`config.mk`:
```
export PLATFORM = sky130hd
export DESIGN_NAME = port1_port2_gpio
export DESIGN_NICKNAME = d
export VERILOG_FILES = /design/src/verilog/pin_sync2.v /design/src/verilog/port1_port2_gpio.v
export VERILOG_INCLUDE_DIRS = /design/src /design/src/verilog
export SDC_FILE = /design/constraint.sdc
export NUM_CORES = 1
export LEC_CHECK = 0
export BUFFER_PORTS_ARGS = -buffer_cell sky130_fd_sc_hd__buf_4
export CAP_MARGIN = 20
export CORE_AREA = 2 2 85 87
export CTS_BUF_LIST = sky130_fd_sc_hd__clkbuf_8
export CTS_CLUSTER_SIZE = 28
export DETAILED_ROUTE_END_ITERATION = 16
export DIE_AREA = 0 0 87 89
export PLACE_DENSITY = 0.86
export SLEW_MARGIN = 0
export SYNTH_ARGS = -nofsm -noshare
export SYNTH_HDL_FRONTEND = slang
export SYNTH_SLANG_ARGS = --single-unit
```
`constraint.sdc`:
```
create_clock -name sys_clk -period 1.25 [get_ports sys_clk]
set_clock_uncertainty 0.1 [all_clocks]
set_input_delay 0.0625 -clock sys_clk [delete_from_list [all_inputs] [get_ports sys_clk]]
set_output_delay 0.0625 -clock sys_clk [all_outputs]
set_load 0.01 [all_outputs]
```
`src/verilog/port1_port2_gpio_defs.vh`:
```
// Register offsets, field positions, reset values and masks of the port one and two block.
`ifndef PORT1_PORT2_GPIO_DEFS_VH
`define PORT1_PORT2_GPIO_DEFS_VH

`define P1_LATCH_OFFSET    12'h000
`define P1_DIR_OFFSET      12'h004
`define P1_PULLUP_OFFSET   12'h008
`define FUNC_SEL_OFFSET    12'h00C
`define P2_DIR_OFFSET      12'h010

`define P1_USABLE_MASK     8'hF7
`define P1_RESERVED_BIT    3
`define FUNC_SEL_MASK      8'hF3
`define FUNC_SEL_ONES      8'h0C
`define P2_USABLE_MASK     3'h7

`define P1_LATCH_RESET     8'h00
`define P1_DIR_RESET       8'h00
`define P1_PULLUP_RESET    8'h00
`define FUNC_SEL_RESET     8'h00
`define P2_DIR_RESET       3'h0

`define FSEL_TIMER_OUT_BIT 0
`define FSEL_SERIAL_TX_BIT 1
`define FSEL_EXT_INTERRUPT_LINE_ZERO_BIT      4
`define FSEL_EXT_INTERRUPT_LINE_ONE_BIT      5
`define FSEL_EXT_INTERRUPT_LINE_TWO_BIT      6
`define FSEL_EXT_INTERRUPT_LINE_THREE_BIT      7

`define P2_SERIAL_TX_PIN   2

`endif
```
`src/verilog/pin_sync2.v`:
```
// Two flip-flop synchroniser for a group of pin levels.
`default_nettype none

module pin_sync2 #(
   parameter WIDTH = 8
) (
   // Clock and reset.
   input  wire             sys_clk,
   input  wire             resetn,
   // Levels from outside the clock domain and their synchronised copies.
   input  wire [WIDTH-1:0] async_level,
   output reg  [WIDTH-1:0] sync_level
);

   reg [WIDTH-1:0] stage_one;

   always @(posedge sys_clk or negedge resetn) begin
      if (!resetn) begin
         stage_one <= {WIDTH{1'b0}};
         sync_level <= {WIDTH{1'b0}};
      end else begin
         stage_one <= async_level;
         sync_level <= stage_one;
      end
   end

endmodule

`default_nettype wire

```
`src/verilog/port1_port2_gpio.v`:
```
// General I/O for port one and the control part of port two, with an APB register slave.
//
// What this block does
// (RL1) Each usable port-one bit (7 to 4, 2 to 0) has a writable output latch, reset to zero, driven onto the pin when it is a general I/O output.
// (RL2) Reading the port-one data register returns the latch value for each bit set as output.
// (RL3) Reading the port-one data register returns the sampled pin level for each bit set as input.
// (RL4) Bit three of the port-one data and pull-up registers stores nothing, ignores writes and reads as one.
// (RL5) A port-one pull-up acts only while its pin's direction bit is zero.
// (RL6) On a valid general I/O input pin the pull-up is on when its enable bit is one and off when zero; enables reset to zero.
// (RL7) Select bit zero leaves pins 6, 5, 4 and 0 general I/O; one makes 6 to 4 interrupt inputs and 0 the timer output.
// (RL8) With its select bit set, pin 7 feeds the highest interrupt input and the timer trigger, ignoring direction.
// (RL9) On port two the select register and the serial unit override the general direction when they claim a pin.
// (RL10) A port-two direction bit of one makes a general pin an output and zero an input; reset is zero.
// (RL11) The port-two direction register holds only bits 2 to 0, write-only; the upper bits are reserved.
// (RL12) Port-one direction bits are write-only, reset to zero and act only on general I/O pins, one meaning output.
// (RL13) Handing a pin to an alternate function leaves its latch, direction and pull-up enable untouched.
`default_nettype none
`include "port1_port2_gpio_defs.vh"

module port1_port2_gpio (
   // Clock and reset.
   input  wire        sys_clk,
   input  wire        resetn,
   // APB slave.
   input  wire        psel,
   input  wire        penable,
   input  wire        pwrite,
   input  wire [11:0] paddr,
   input  wire [31:0] pwdata,
   input  wire [3:0]  pstrb,
   output wire        pready,
   output reg  [31:0] prdata,
   output reg         pslverr,
   // Port one pins.
   input  wire [7:0]  p1_pin_in,
   output wire [7:0]  p1_pin_out,
   output wire [7:0]  p1_pin_oe,
   output wire [7:0]  p1_pullup_on,
   // Port one alternate functions.
   input  wire        timer_waveform_output,
   output wire        ext_interrupt_line_three,
   output wire        ext_interrupt_line_two,
   output wire        ext_interrupt_line_one,
   output wire        ext_interrupt_line_zero,
   output wire        timer_trigger_input,
   // Port two pins.
   input  wire [2:0]  p2_pin_in,
   output wire [2:0]  p2_pin_out,
   output wire [2:0]  p2_pin_oe,
   output wire [2:0]  p2_pin_level,
   // Port two general output data and serial unit claims.
   input  wire [2:0]  port2_gpio_data,
   input  wire [2:0]  serial_claim,
   input  wire [2:0]  serial_drive_out,
   input  wire [2:0]  serial_drive_oe
);

   reg  [7:0]  port1_output_latch;
   reg  [7:0]  port1_direction_bits;
   reg  [7:0]  port1_pullup_enables;
   reg  [7:0]  pin_function_select_reg;
   reg  [2:0]  port2_direction_bits;

   wire [7:0]  p1_level;
   wire [7:0]  p1_alt;
   wire [7:0]  p1_alt_out;
   wire [7:0]  p1_alt_oe;
   wire [7:0]  p1_general_out;
   wire [2:0]  p2_claim;
   wire [2:0]  p2_claim_oe;
   wire [7:0]  p1_read_value;

   wire        setup_phase;
   wire        write_access;
   wire        byte0_write;
   reg  [31:0] next_prdata;
   reg         next_pslverr;

   // Address decode of one register word.
   function reg_hit;
      input [11:0] addr;
      input [11:0] offset;
      begin
         reg_hit = (addr[11:2] == offset[11:2]);
      end
   endfunction

   // Merges a written byte into a register, keeping only implemented bits.
   function [7:0] masked_write;
      input [7:0] old_value;
      input [7:0] new_value;
      input [7:0] mask;
      begin
         masked_write = (new_value & mask) | (old_value & ~mask);
      end
   endfunction

   // Pin synchronisers.
   pin_sync2 #(
      .WIDTH (8)
   ) u_p1_sync (
      .sys_clk     (sys_clk),
      .resetn      (resetn),
      .async_level (p1_pin_in),
      .sync_level  (p1_level)
   );

   pin_sync2 #(
      .WIDTH (3)
   ) u_p2_sync (
      .sys_clk     (sys_clk),
      .resetn      (resetn),
      .async_level (p2_pin_in),
      .sync_level  (p2_pin_level)
   );

   // Bus strobes.
   assign pready = 1'b1;
   assign setup_phase = psel & ~penable;
   assign write_access = psel & penable & pwrite;
   assign byte0_write = write_access & pstrb[0];

   // Register writes; alternate functions never touch stored values.
   always @(posedge sys_clk or negedge resetn) begin
      if (!resetn) begin
         port1_output_latch <= `P1_LATCH_RESET;
         port1_direction_bits <= `P1_DIR_RESET;
         port1_pullup_enables <= `P1_PULLUP_RESET;
         pin_function_select_reg <= `FUNC_SEL_RESET;
         port2_direction_bits <= `P2_DIR_RESET;
      end else if (byte0_write) begin
         if (reg_hit(paddr, `P1_LATCH_OFFSET)) begin
            port1_output_latch <= masked_write(port1_output_latch, pwdata[7:0],
                                               `P1_USABLE_MASK); // see RL1, RL4, RL13
         end
         if (reg_hit(paddr, `P1_DIR_OFFSET)) begin
            port1_direction_bits <= masked_write(port1_direction_bits, pwdata[7:0],
                                                 `P1_USABLE_MASK); // see RL12
         end
         if (reg_hit(paddr, `P1_PULLUP_OFFSET)) begin
            port1_pullup_enables <= masked_write(port1_pullup_enables, pwdata[7:0],
                                                 `P1_USABLE_MASK); // see RL4, RL6
         end
         if (reg_hit(paddr, `FUNC_SEL_OFFSET)) begin
            pin_function_select_reg <= masked_write(pin_function_select_reg, pwdata[7:0],
                                                    `FUNC_SEL_MASK);
         end
         if (reg_hit(paddr, `P2_DIR_OFFSET)) begin
            port2_direction_bits <= pwdata[2:0] & `P2_USABLE_MASK; // see RL11
         end
      end
   end

   // Port one readback: latch for outputs, pin level for inputs, bit three as one.
   assign p1_read_value = ((port1_output_latch & port1_direction_bits)       // see RL2
                        | (p1_level & ~port1_direction_bits)                 // see RL3
                        | ~`P1_USABLE_MASK) ;                                // see RL4

   // Read data is prepared in the setup cycle so it stands in the access cycle.
   always @* begin
      next_prdata = 32'h00000000;
      next_pslverr = 1'b0;
      if (reg_hit(paddr, `P1_LATCH_OFFSET)) begin
         next_prdata = {24'h000000, p1_read_value};
      end else if (reg_hit(paddr, `P1_DIR_OFFSET)) begin
         next_prdata = 32'h00000000;
      end else if (reg_hit(paddr, `P1_PULLUP_OFFSET)) begin
         next_prdata = {24'h000000, port1_pullup_enables | ~`P1_USABLE_MASK}; // see RL4
      end else if (reg_hit(paddr, `FUNC_SEL_OFFSET)) begin
         next_prdata = {24'h000000, pin_function_select_reg | `FUNC_SEL_ONES};
      end else if (reg_hit(paddr, `P2_DIR_OFFSET)) begin
         next_prdata = 32'h00000000; // see RL11
      end else begin
         next_pslverr = 1'b1;
      end
      if (pwrite) begin
         next_prdata = 32'h00000000;
      end
   end

   always @(posedge sys_clk or negedge resetn) begin
      if (!resetn) begin
         prdata <= 32'h00000000;
         pslverr <= 1'b0;
      end else if (setup_phase) begin
         prdata <= next_prdata;
         pslverr <= next_pslverr;
      end else if (!psel) begin
         prdata <= 32'h00000000;
         pslverr <= 1'b0;
      end
   end

   // Port one alternate function ownership.
   assign p1_alt = {pin_function_select_reg[`FSEL_EXT_INTERRUPT_LINE_THREE_BIT],          // see RL8
                    pin_function_select_reg[`FSEL_EXT_INTERRUPT_LINE_TWO_BIT],          // see RL7
                    pin_function_select_reg[`FSEL_EXT_INTERRUPT_LINE_ONE_BIT],
                    pin_function_select_reg[`FSEL_EXT_INTERRUPT_LINE_ZERO_BIT],
                    1'b0,
                    1'b0,
                    1'b0,
                    pin_function_select_reg[`FSEL_TIMER_OUT_BIT]};
   assign p1_alt_out = {7'h00, timer_waveform_output};
   assign p1_alt_oe = {7'h00, 1'b1};
   assign p1_general_out = port1_output_latch & `P1_USABLE_MASK;

   // Port one pin drive: alternate function first, then direction.
   assign p1_pin_out = (p1_alt & p1_alt_out) | (~p1_alt & p1_general_out);         // see RL1, RL7
   assign p1_pin_oe = ((p1_alt & p1_alt_oe)
                    | (~p1_alt & port1_direction_bits)) & `P1_USABLE_MASK;        // see RL7, RL8, RL12

   // Pull-ups act only on general pins set as inputs.
   assign p1_pullup_on = port1_pullup_enables & ~port1_direction_bits
                       & ~p1_alt & `P1_USABLE_MASK;                                // see RL5, RL6

   // Interrupt and trigger inputs idle high while their pin is general I/O.
   assign ext_interrupt_line_three = p1_alt[7] ? p1_level[7] : 1'b1; // see RL8
   assign timer_trigger_input = p1_alt[7] ? p1_level[7] : 1'b1;      // see RL8
   assign ext_interrupt_line_two = p1_alt[6] ? p1_level[6] : 1'b1;   // see RL7
   assign ext_interrupt_line_one = p1_alt[5] ? p1_level[5] : 1'b1;   // see RL7
   assign ext_interrupt_line_zero = p1_alt[4] ? p1_level[4] : 1'b1;  // see RL7

   // Port two: select register and serial unit claims override direction.
   assign p2_claim = serial_claim
                   | {pin_function_select_reg[`FSEL_SERIAL_TX_BIT], 2'b00};      // see RL9
   assign p2_claim_oe = serial_drive_oe
                      | {pin_function_select_reg[`FSEL_SERIAL_TX_BIT], 2'b00};   // see RL9
   assign p2_pin_out = (p2_claim & serial_drive_out)
                     | (~p2_claim & port2_gpio_data);                            // see RL9
   assign p2_pin_oe = (p2_claim & p2_claim_oe)
                    | (~p2_claim & port2_direction_bits);                        // see RL10

endmodule

`default_nettype wire

```
==> flow_summary.json, run 1 <==
{
  "syn2layout_area_growth_pct": 57.57,
  "first_pass_iters": 4,
  "start_util": 0.4134,
  "hp-class": "input pin to flip-flop",
  "holdPathStages": 4,
  "antenna_found_initial": 0,
  "finalSetupViolations": 48,
  "largest_reg_flops": 8,
  "met2_length_mm": 3.864,
  "finalCriticalPeriod_ps": 1558,
  "grt.overflow.total": 0,
  "synth_compound_area_frac": 0.04730,
  "crit_fanout": 7,
  "ios": 149,
  "status": "finished with violations",
  "cts.path.max_buffers": 2,
  "postSynthCellCount": 221,
  "io_buffers": 89,
  "grt_first_pass_wirelength_mm": 11.39,
  "gp_congestion": 0.7827,
  "cts_tree": "built",
  "synthAdderAreaFrac": 0,
  "ant_nets": 0,
  "synth_top_area_share": 0.5315,
  "place_area_mm2": 0.003558,
  "dr.max_layer_used": "met4",
  "crit_path_start_kind": "input pin",
  "synth_top_family_by_area": "multiplexers",
  "wl_met1_mm": 2.921,
  "timing.final.crit_share": 1.247,
  "design_area_mm2": 0.004377,
  "synth_seq_area_share": 0.5315,
  "layout_setup_ws_ps": -308.4,
  "fill_cells": 485,
  "wl_per_cell_um": 16.17,
  "core_mm2": 0.006719,
  "ys_types": 34,
  "grt_usage": 0.1976,
  "rr_worst_depth": 4,
  "cts_root_buffer": "clkbuf_8",
  "htreeDepth": 3,
  "synth-simple-area-share": 0.1176,
  "drt_iter0_markers": 140,
  "p_leak_nw": 2.240,
  "wl_mm": 7.374,
  "muxShareOfSynthArea": 0.1941,
  "vias": 2210,
  "finalPower_w": 0.004148,
  "rsz0062_at_grt": "true",
  "die_w_um": 87,
  "synth_seq_cells": 59,
  "yosys.area.top_type": "dfrtp_1",
  "fp-row-count": 30,
  "grt_pass1_vias": 2305,
  "irDropWorstVdd_uv": 656.8,
  "arrival_ps": 1690,
  "fp.dieH_um": 89,
  "ys_warn_count": 0,
  "wl_met3_um": 451,
  "setup-tns-final_ps": -7710,
  "synth_edf_count": 0,
  "synth_area_leaders": "dfrtp_1 (53%), mux2_2 (9.3%), buf_4 (9.2%)",
  "vias_per_cell": 4.846,
  "antennaDiodeCount": 0,
  "largest_register": "prdata",
  "finalCoreUtilization": 0.6514,
  "power_density_mw_per_mm2": 947.7,
  "insertion_delay_ps": 340,
  "hpwl_mm": 4.940,
  "grt_max_degree": 38,
  "slew_violations": 0,
  "cts.clk_slew.worst_paths_ps": 70,
  "hold_violations": 0,
  "synthXorXnorAreaFrac": 0,
  "synth-main-ff-cell": "dfrtp_1",
  "syn_avg_cell_area_um2": 12.57,
  "dp_slack_ps": -725.0,
  "critPathKind": "input pin to flip-flop",
  "die-area_mm2": 0.007743,
  "remaining_drc_errors": 0,
  "cts_sinks": 59,
  "drive_gt1_frac": 0.5745,
  "nets": 448,
  "violations": "setup timing",
  "syn_area_mm2": 0.002778,
  "required_ps": 1380,
  "end_kind": "flip-flop",
  "drv_cap": 0,
  "async_reset_ff_frac": 1.000,
  "cts_buffers": 9,
  "max_freq_ghz": 0.6417
}
==> synth_stat cells, types with 2 or more instances <==
cell,count
a211o_1,2
buf_4,34
or3_1,2
buf_6,2
nor3b_1,6
mux2_4,14
nand2_1,10
nor2b_1,11
mux2_2,23
o21ai_0,9
dfrtp_1,59
conb_1,2
nor3_1,2
nand3_1,3
mux2i_1,7
nor2_1,9
nand2b_1,4
inv_1,2
a221oi_1,5
==> metal layers <==
layer / global-route usage / vias up
met2: 0.3505 / 88
met1: 0.2260 / 1104
met3: 0.05078 / 12
met5: 0 / -
met4: 0.08523 / 0
li1: - / 1006
==> through the flow <==
| stage | hold WS (ps) | cells |
|---|---|---|
| finish | 36.00 | 456 |
| global route | 72.95 | 456 |
| CTS | 31.70 | 447 |
| detailed placement | -120.7 | 403 |
| global placement | -131.6 | 403 |
| floorplan | -333.1 | 247 |
==> logic make-up after synthesis <==
logic type,after synthesis
muxes,44
DFF,59
AOI/OAI and AO/OA,19
and+or+nand+nor,56
other,2
buffers and inverters,41
==> worst paths after layout <==
path,slack [ps],startpoint,end
hold / removal,40,penable,pslverr
max in group asynchronous,490,resetn,pin_function_select_reg[6]
setup / recovery,-310,paddr[10],port1_pullup_enables[6]
setup reg to reg,-90,port1_direction_bits[6],prdata[6]
hold reg to reg,250,u_p2_sync.stage_one[2],u_p2_sync.sync_level[2]
min in group asynchronous,50,resetn,u_p1_sync.stage_one[5]
==> worst max-delay path: stages <==
cell,delay [ps]
buf_6,90
or4_4,560
or4b_4,640
mux2_4,340
==> repair_timing <==
action / in CTS / in global routing
cloned: 0 / 0
hold buffers: 21 / 0
setup buffers: 7 / 10
endpoints found under the hold margin: 103 / 0
pin swaps: 7 / 2
endpoints found under the setup margin: 47 / 57
resized for setup: 53 / 25
==> area by class of cell <==
| type | instances | area (um^2) | area share |
|---|---|---|---|
| sequential | 59 | 1483 | 0.3388 |
| tap | 80 | 100.1 | 0.02287 |
| inverter | 3 | 11.26 | 0.002573 |
| multi-input combinational | 147 | 1281 | 0.2927 |
| timing repair buffer | 151 | 1308 | 0.2987 |
| clock buffer | 10 | 137.6 | 0.03145 |
| clock inverter | 6 | 56.30 | 0.01286 |
==> cell usage in the layout (no fill, tap or decap), drive strengths merged, types with 4 or more instances in the layout <==
cell / count
clkinv: 4
nand2b: 4
buf: 130
o21ai: 9
mux2i: 7
dfrtp: 59
nor3b: 6
conb: 28
nor2b: 11
clkbuf: 10
mux2: 37
nand2: 10
nor2: 9
a221oi: 5
dlygate4sd3: 21
==> where the power goes <==
part / switching (W) / internal [W] / leakage [nW]
Clock: 0.000770 / 0.000956 / 0.103
Sequential: 0.0000140 / 0.00195 / 0.768
Combinational: 0.000214 / 0.000247 / 1.37
Total: 0.000998 / 0.00315 / 2.24
Note: power is estimated with default switching activity, not from simulation.
==> run 2: changes to the inputs <==
Settings changed: CORE_AREA 2 2 85 87 to 5 5 88 90, DIE_AREA 0 0 87 89 to 0 0 93 95.
==> run 2 against run 1 <==
Against the previous run: the run still ends with setup timing left; sequential power hardly changed; sequential share of layout area is 1.0 points higher; die area is 14% higher; flip-flop and latch count stayed put; first-iteration DRC count is 39% lower; routed wire length is 4.5% higher; non-clock buffer count is 8 lower; setup slack better by 0.87 ps; maximum frequency hardly changed; core utilization is 4.2 points lower; critical path depth is 4 higher; combinational power is 2% lower; largest cell class unchanged.
==> flow_summary.json, run 2 (synthesized netlist as in run 1, its figures left out) <==
{
  "largest_reg_flops": 8,
  "path_buf_inv": 4,
  "grt_usage": 0.1782,
  "hp-class": "input pin to asynchronous set/reset pin",
  "p_seq_frac": 0.469,
  "grt_max_degree": 46,
  "drv_cap": 0,
  "violations": "setup timing",
  "start_util": 0.3978,
  "p_leak_nw": 2.186,
  "remaining_drc_errors": 0,
  "critPathKind": "input pin to flip-flop",
  "grt.overflow.total": 0,
  "status": "finished with violations",
  "syn2layout_area_growth_pct": 53.11,
  "hpwl_mm": 5.416,
  "ant_nets": 0,
  "switching_share": 0.2447,
  "max_stage_delay_ps": 550,
  "die_w_um": 93,
  "core_mm2": 0.006982,
  "arrival_ps": 1680,
  "wl_mm": 7.704,
  "crit_chain": "buf_6 -> or4_4 -> buf_4 -> nor3_4 -> buf_6 -> nand4b_4 -> buf_6 -> mux2_2",
  "grt_pass1_vias": 2408,
  "cts.clk_slew.worst_paths_ps": 70,
  "cts_buffers": 9,
  "fp-row-count": 31,
  "antennaDiodeCount": 0,
  "drt_iter0_markers": 86,
  "layout_commonest_cell": "buf_4",
  "hold_violations": 0,
  "cp_common_cell": "buf_6",
  "stdcell_count": 450,
  "vias": 2201,
  "cts_tree": "built",
  "nets": 440,
  "grt_first_pass_wirelength_mm": 11.97,
  "drive_gt1_frac": 0.5625,
  "finalCriticalPeriod_ps": 1558,
  "end_kind": "flip-flop",
  "fp.dieH_um": 95,
  "layout_setup_ws_ps": -307.5,
  "layout_common_cells": "buf_4 (106), dfrtp_1 (53), conb_1 (28)",
  "crit_path_start_kind": "input pin",
  "io_buffers": 89,
  "cts_root_buffer": "clkbuf_8",
  "place_area_mm2": 0.003568,
  "max_freq_ghz": 0.6421,
  "critPathSlowestCell": "or4_4",
  "wl_per_cell_um": 17.12,
  "intPower_w": 0.003154,
  "crit_family": "simple AND/OR/NAND/NOR gates",
  "netSwitchingPower_w": 0.001022,
  "fill_cells": 532,
  "ios": 149,
  "htreeDepth": 3,
  "largest_register": "prdata",
  "cts.path.max_buffers": 2,
  "first_pass_iters": 4,
  "finalSetupViolations": 44,
  "rsz0062_at_grt": "true",
  "finalPower_w": 0.004175,
  "pwr-share-comb": 0.109,
  "gp_congestion": 0.8004,
  "crit_fanout": 5,
  "required_ps": 1370,
  "irDropWorstVdd_uv": 859.2,
  "slew_violations": 0,
  "antenna_found_initial": 0,
  "die-area_mm2": 0.008835,
  "design_area_mm2": 0.004253,
  "cts_sinks": 59,
  "clkPwrFrac": 0.422,
  "finalCoreUtilization": 0.6091,
  "vias_per_cell": 4.891,
  "power_density_mw_per_mm2": 981.7,
  "timing.final.crit_share": 1.246,
  "insertion_delay_ps": 350,
  "setup-tns-final_ps": -9267,
  "placedCellCount": 406
}
==> run 2: cell count changes in the layout (fill, tap and decap cells not counted), moves of 2 or more <==
cell	change
dlygate4sd3_1	-3
clkinv_2	-2
buf_4	+5
a221oi_1	+2
a221oi_2	-2
buf_6	-10
clkinvlp_4	+3
==> run 2: final cells by class <==
cell class,instances,area [um^2],share of cell area
tap,82,102.6,0.02412
timing repair buffer,143,1207,0.2839
clock buffer,10,137.6,0.03236
clock inverter,6,65.06,0.01530
sequential,59,1484,0.3489
inverter,3,11.26,0.002648
multi-input combinational,147,1245,0.2927
==> run 2: power by group through the flow <==
stage	registers, W	clock network (W)	logic (W)
final	0.00196	0.00176	0.000453
after global routing	0.00196	0.00188	0.000493
after CTS	0.00196	0.00179	0.000447
after detailed placement	0.00199	0	0.000379
after global placement	0.00199	0	0.000364
after floorplan	0.00200	0	0.000181
==> run 2: worst paths after layout <==
check                           slack [ps]               startpoint                 endpoint  cells after the start
worst min register to register         250   u_p1_sync.stage_one[5]  u_p1_sync.sync_level[5]                      0
worst max register to register         -40  port1_direction_bits[6]                prdata[6]                      4
max in group asynchronous              530                   resetn  port1_direction_bits[7]                      3
worst min-delay path                     7                   resetn                  pslverr                      2
min in group sys_clk                    10                     psel                  pslverr                      4
worst max-delay path                  -310                paddr[10]  port1_direction_bits[7]                      8
==> run 2: through the flow <==
step | hold slack [ps] | setup WS (ps)
after floorplan | -333.1 | -520.5
after global placement | -161.6 | -690.0
after detailed placement | -156.8 | -757.0
after CTS | 1.380 | -347.7
after global routing | 12.80 | -333.6
final | 6.872 | -307.5
==> run 2: repair_timing <==
item / 4_1_cts / 5_1_grt
buffers inserted: 7 / 6
pin swaps: 5 / 4
hold buffers: 18 / 0
hold endpoints to repair: 99 / 0
resized for setup: 37 / 24
setup endpoints to repair: 45 / 58
==> run 2: metal layers <==
layer | wire length, um | GRT usage | up-vias | part of all wire
met4 | 82 | 0.06471 | 0 | 0.011
met1 | 2900 | 0.1918 | 1098 | 0.38
met2 | 4117 | 0.3257 | 99 | 0.53
met5 | 0 | 0 | - | 0
li1 | - | - | 996 | -
met3 | 603 | 0.05896 | 8 | 0.078
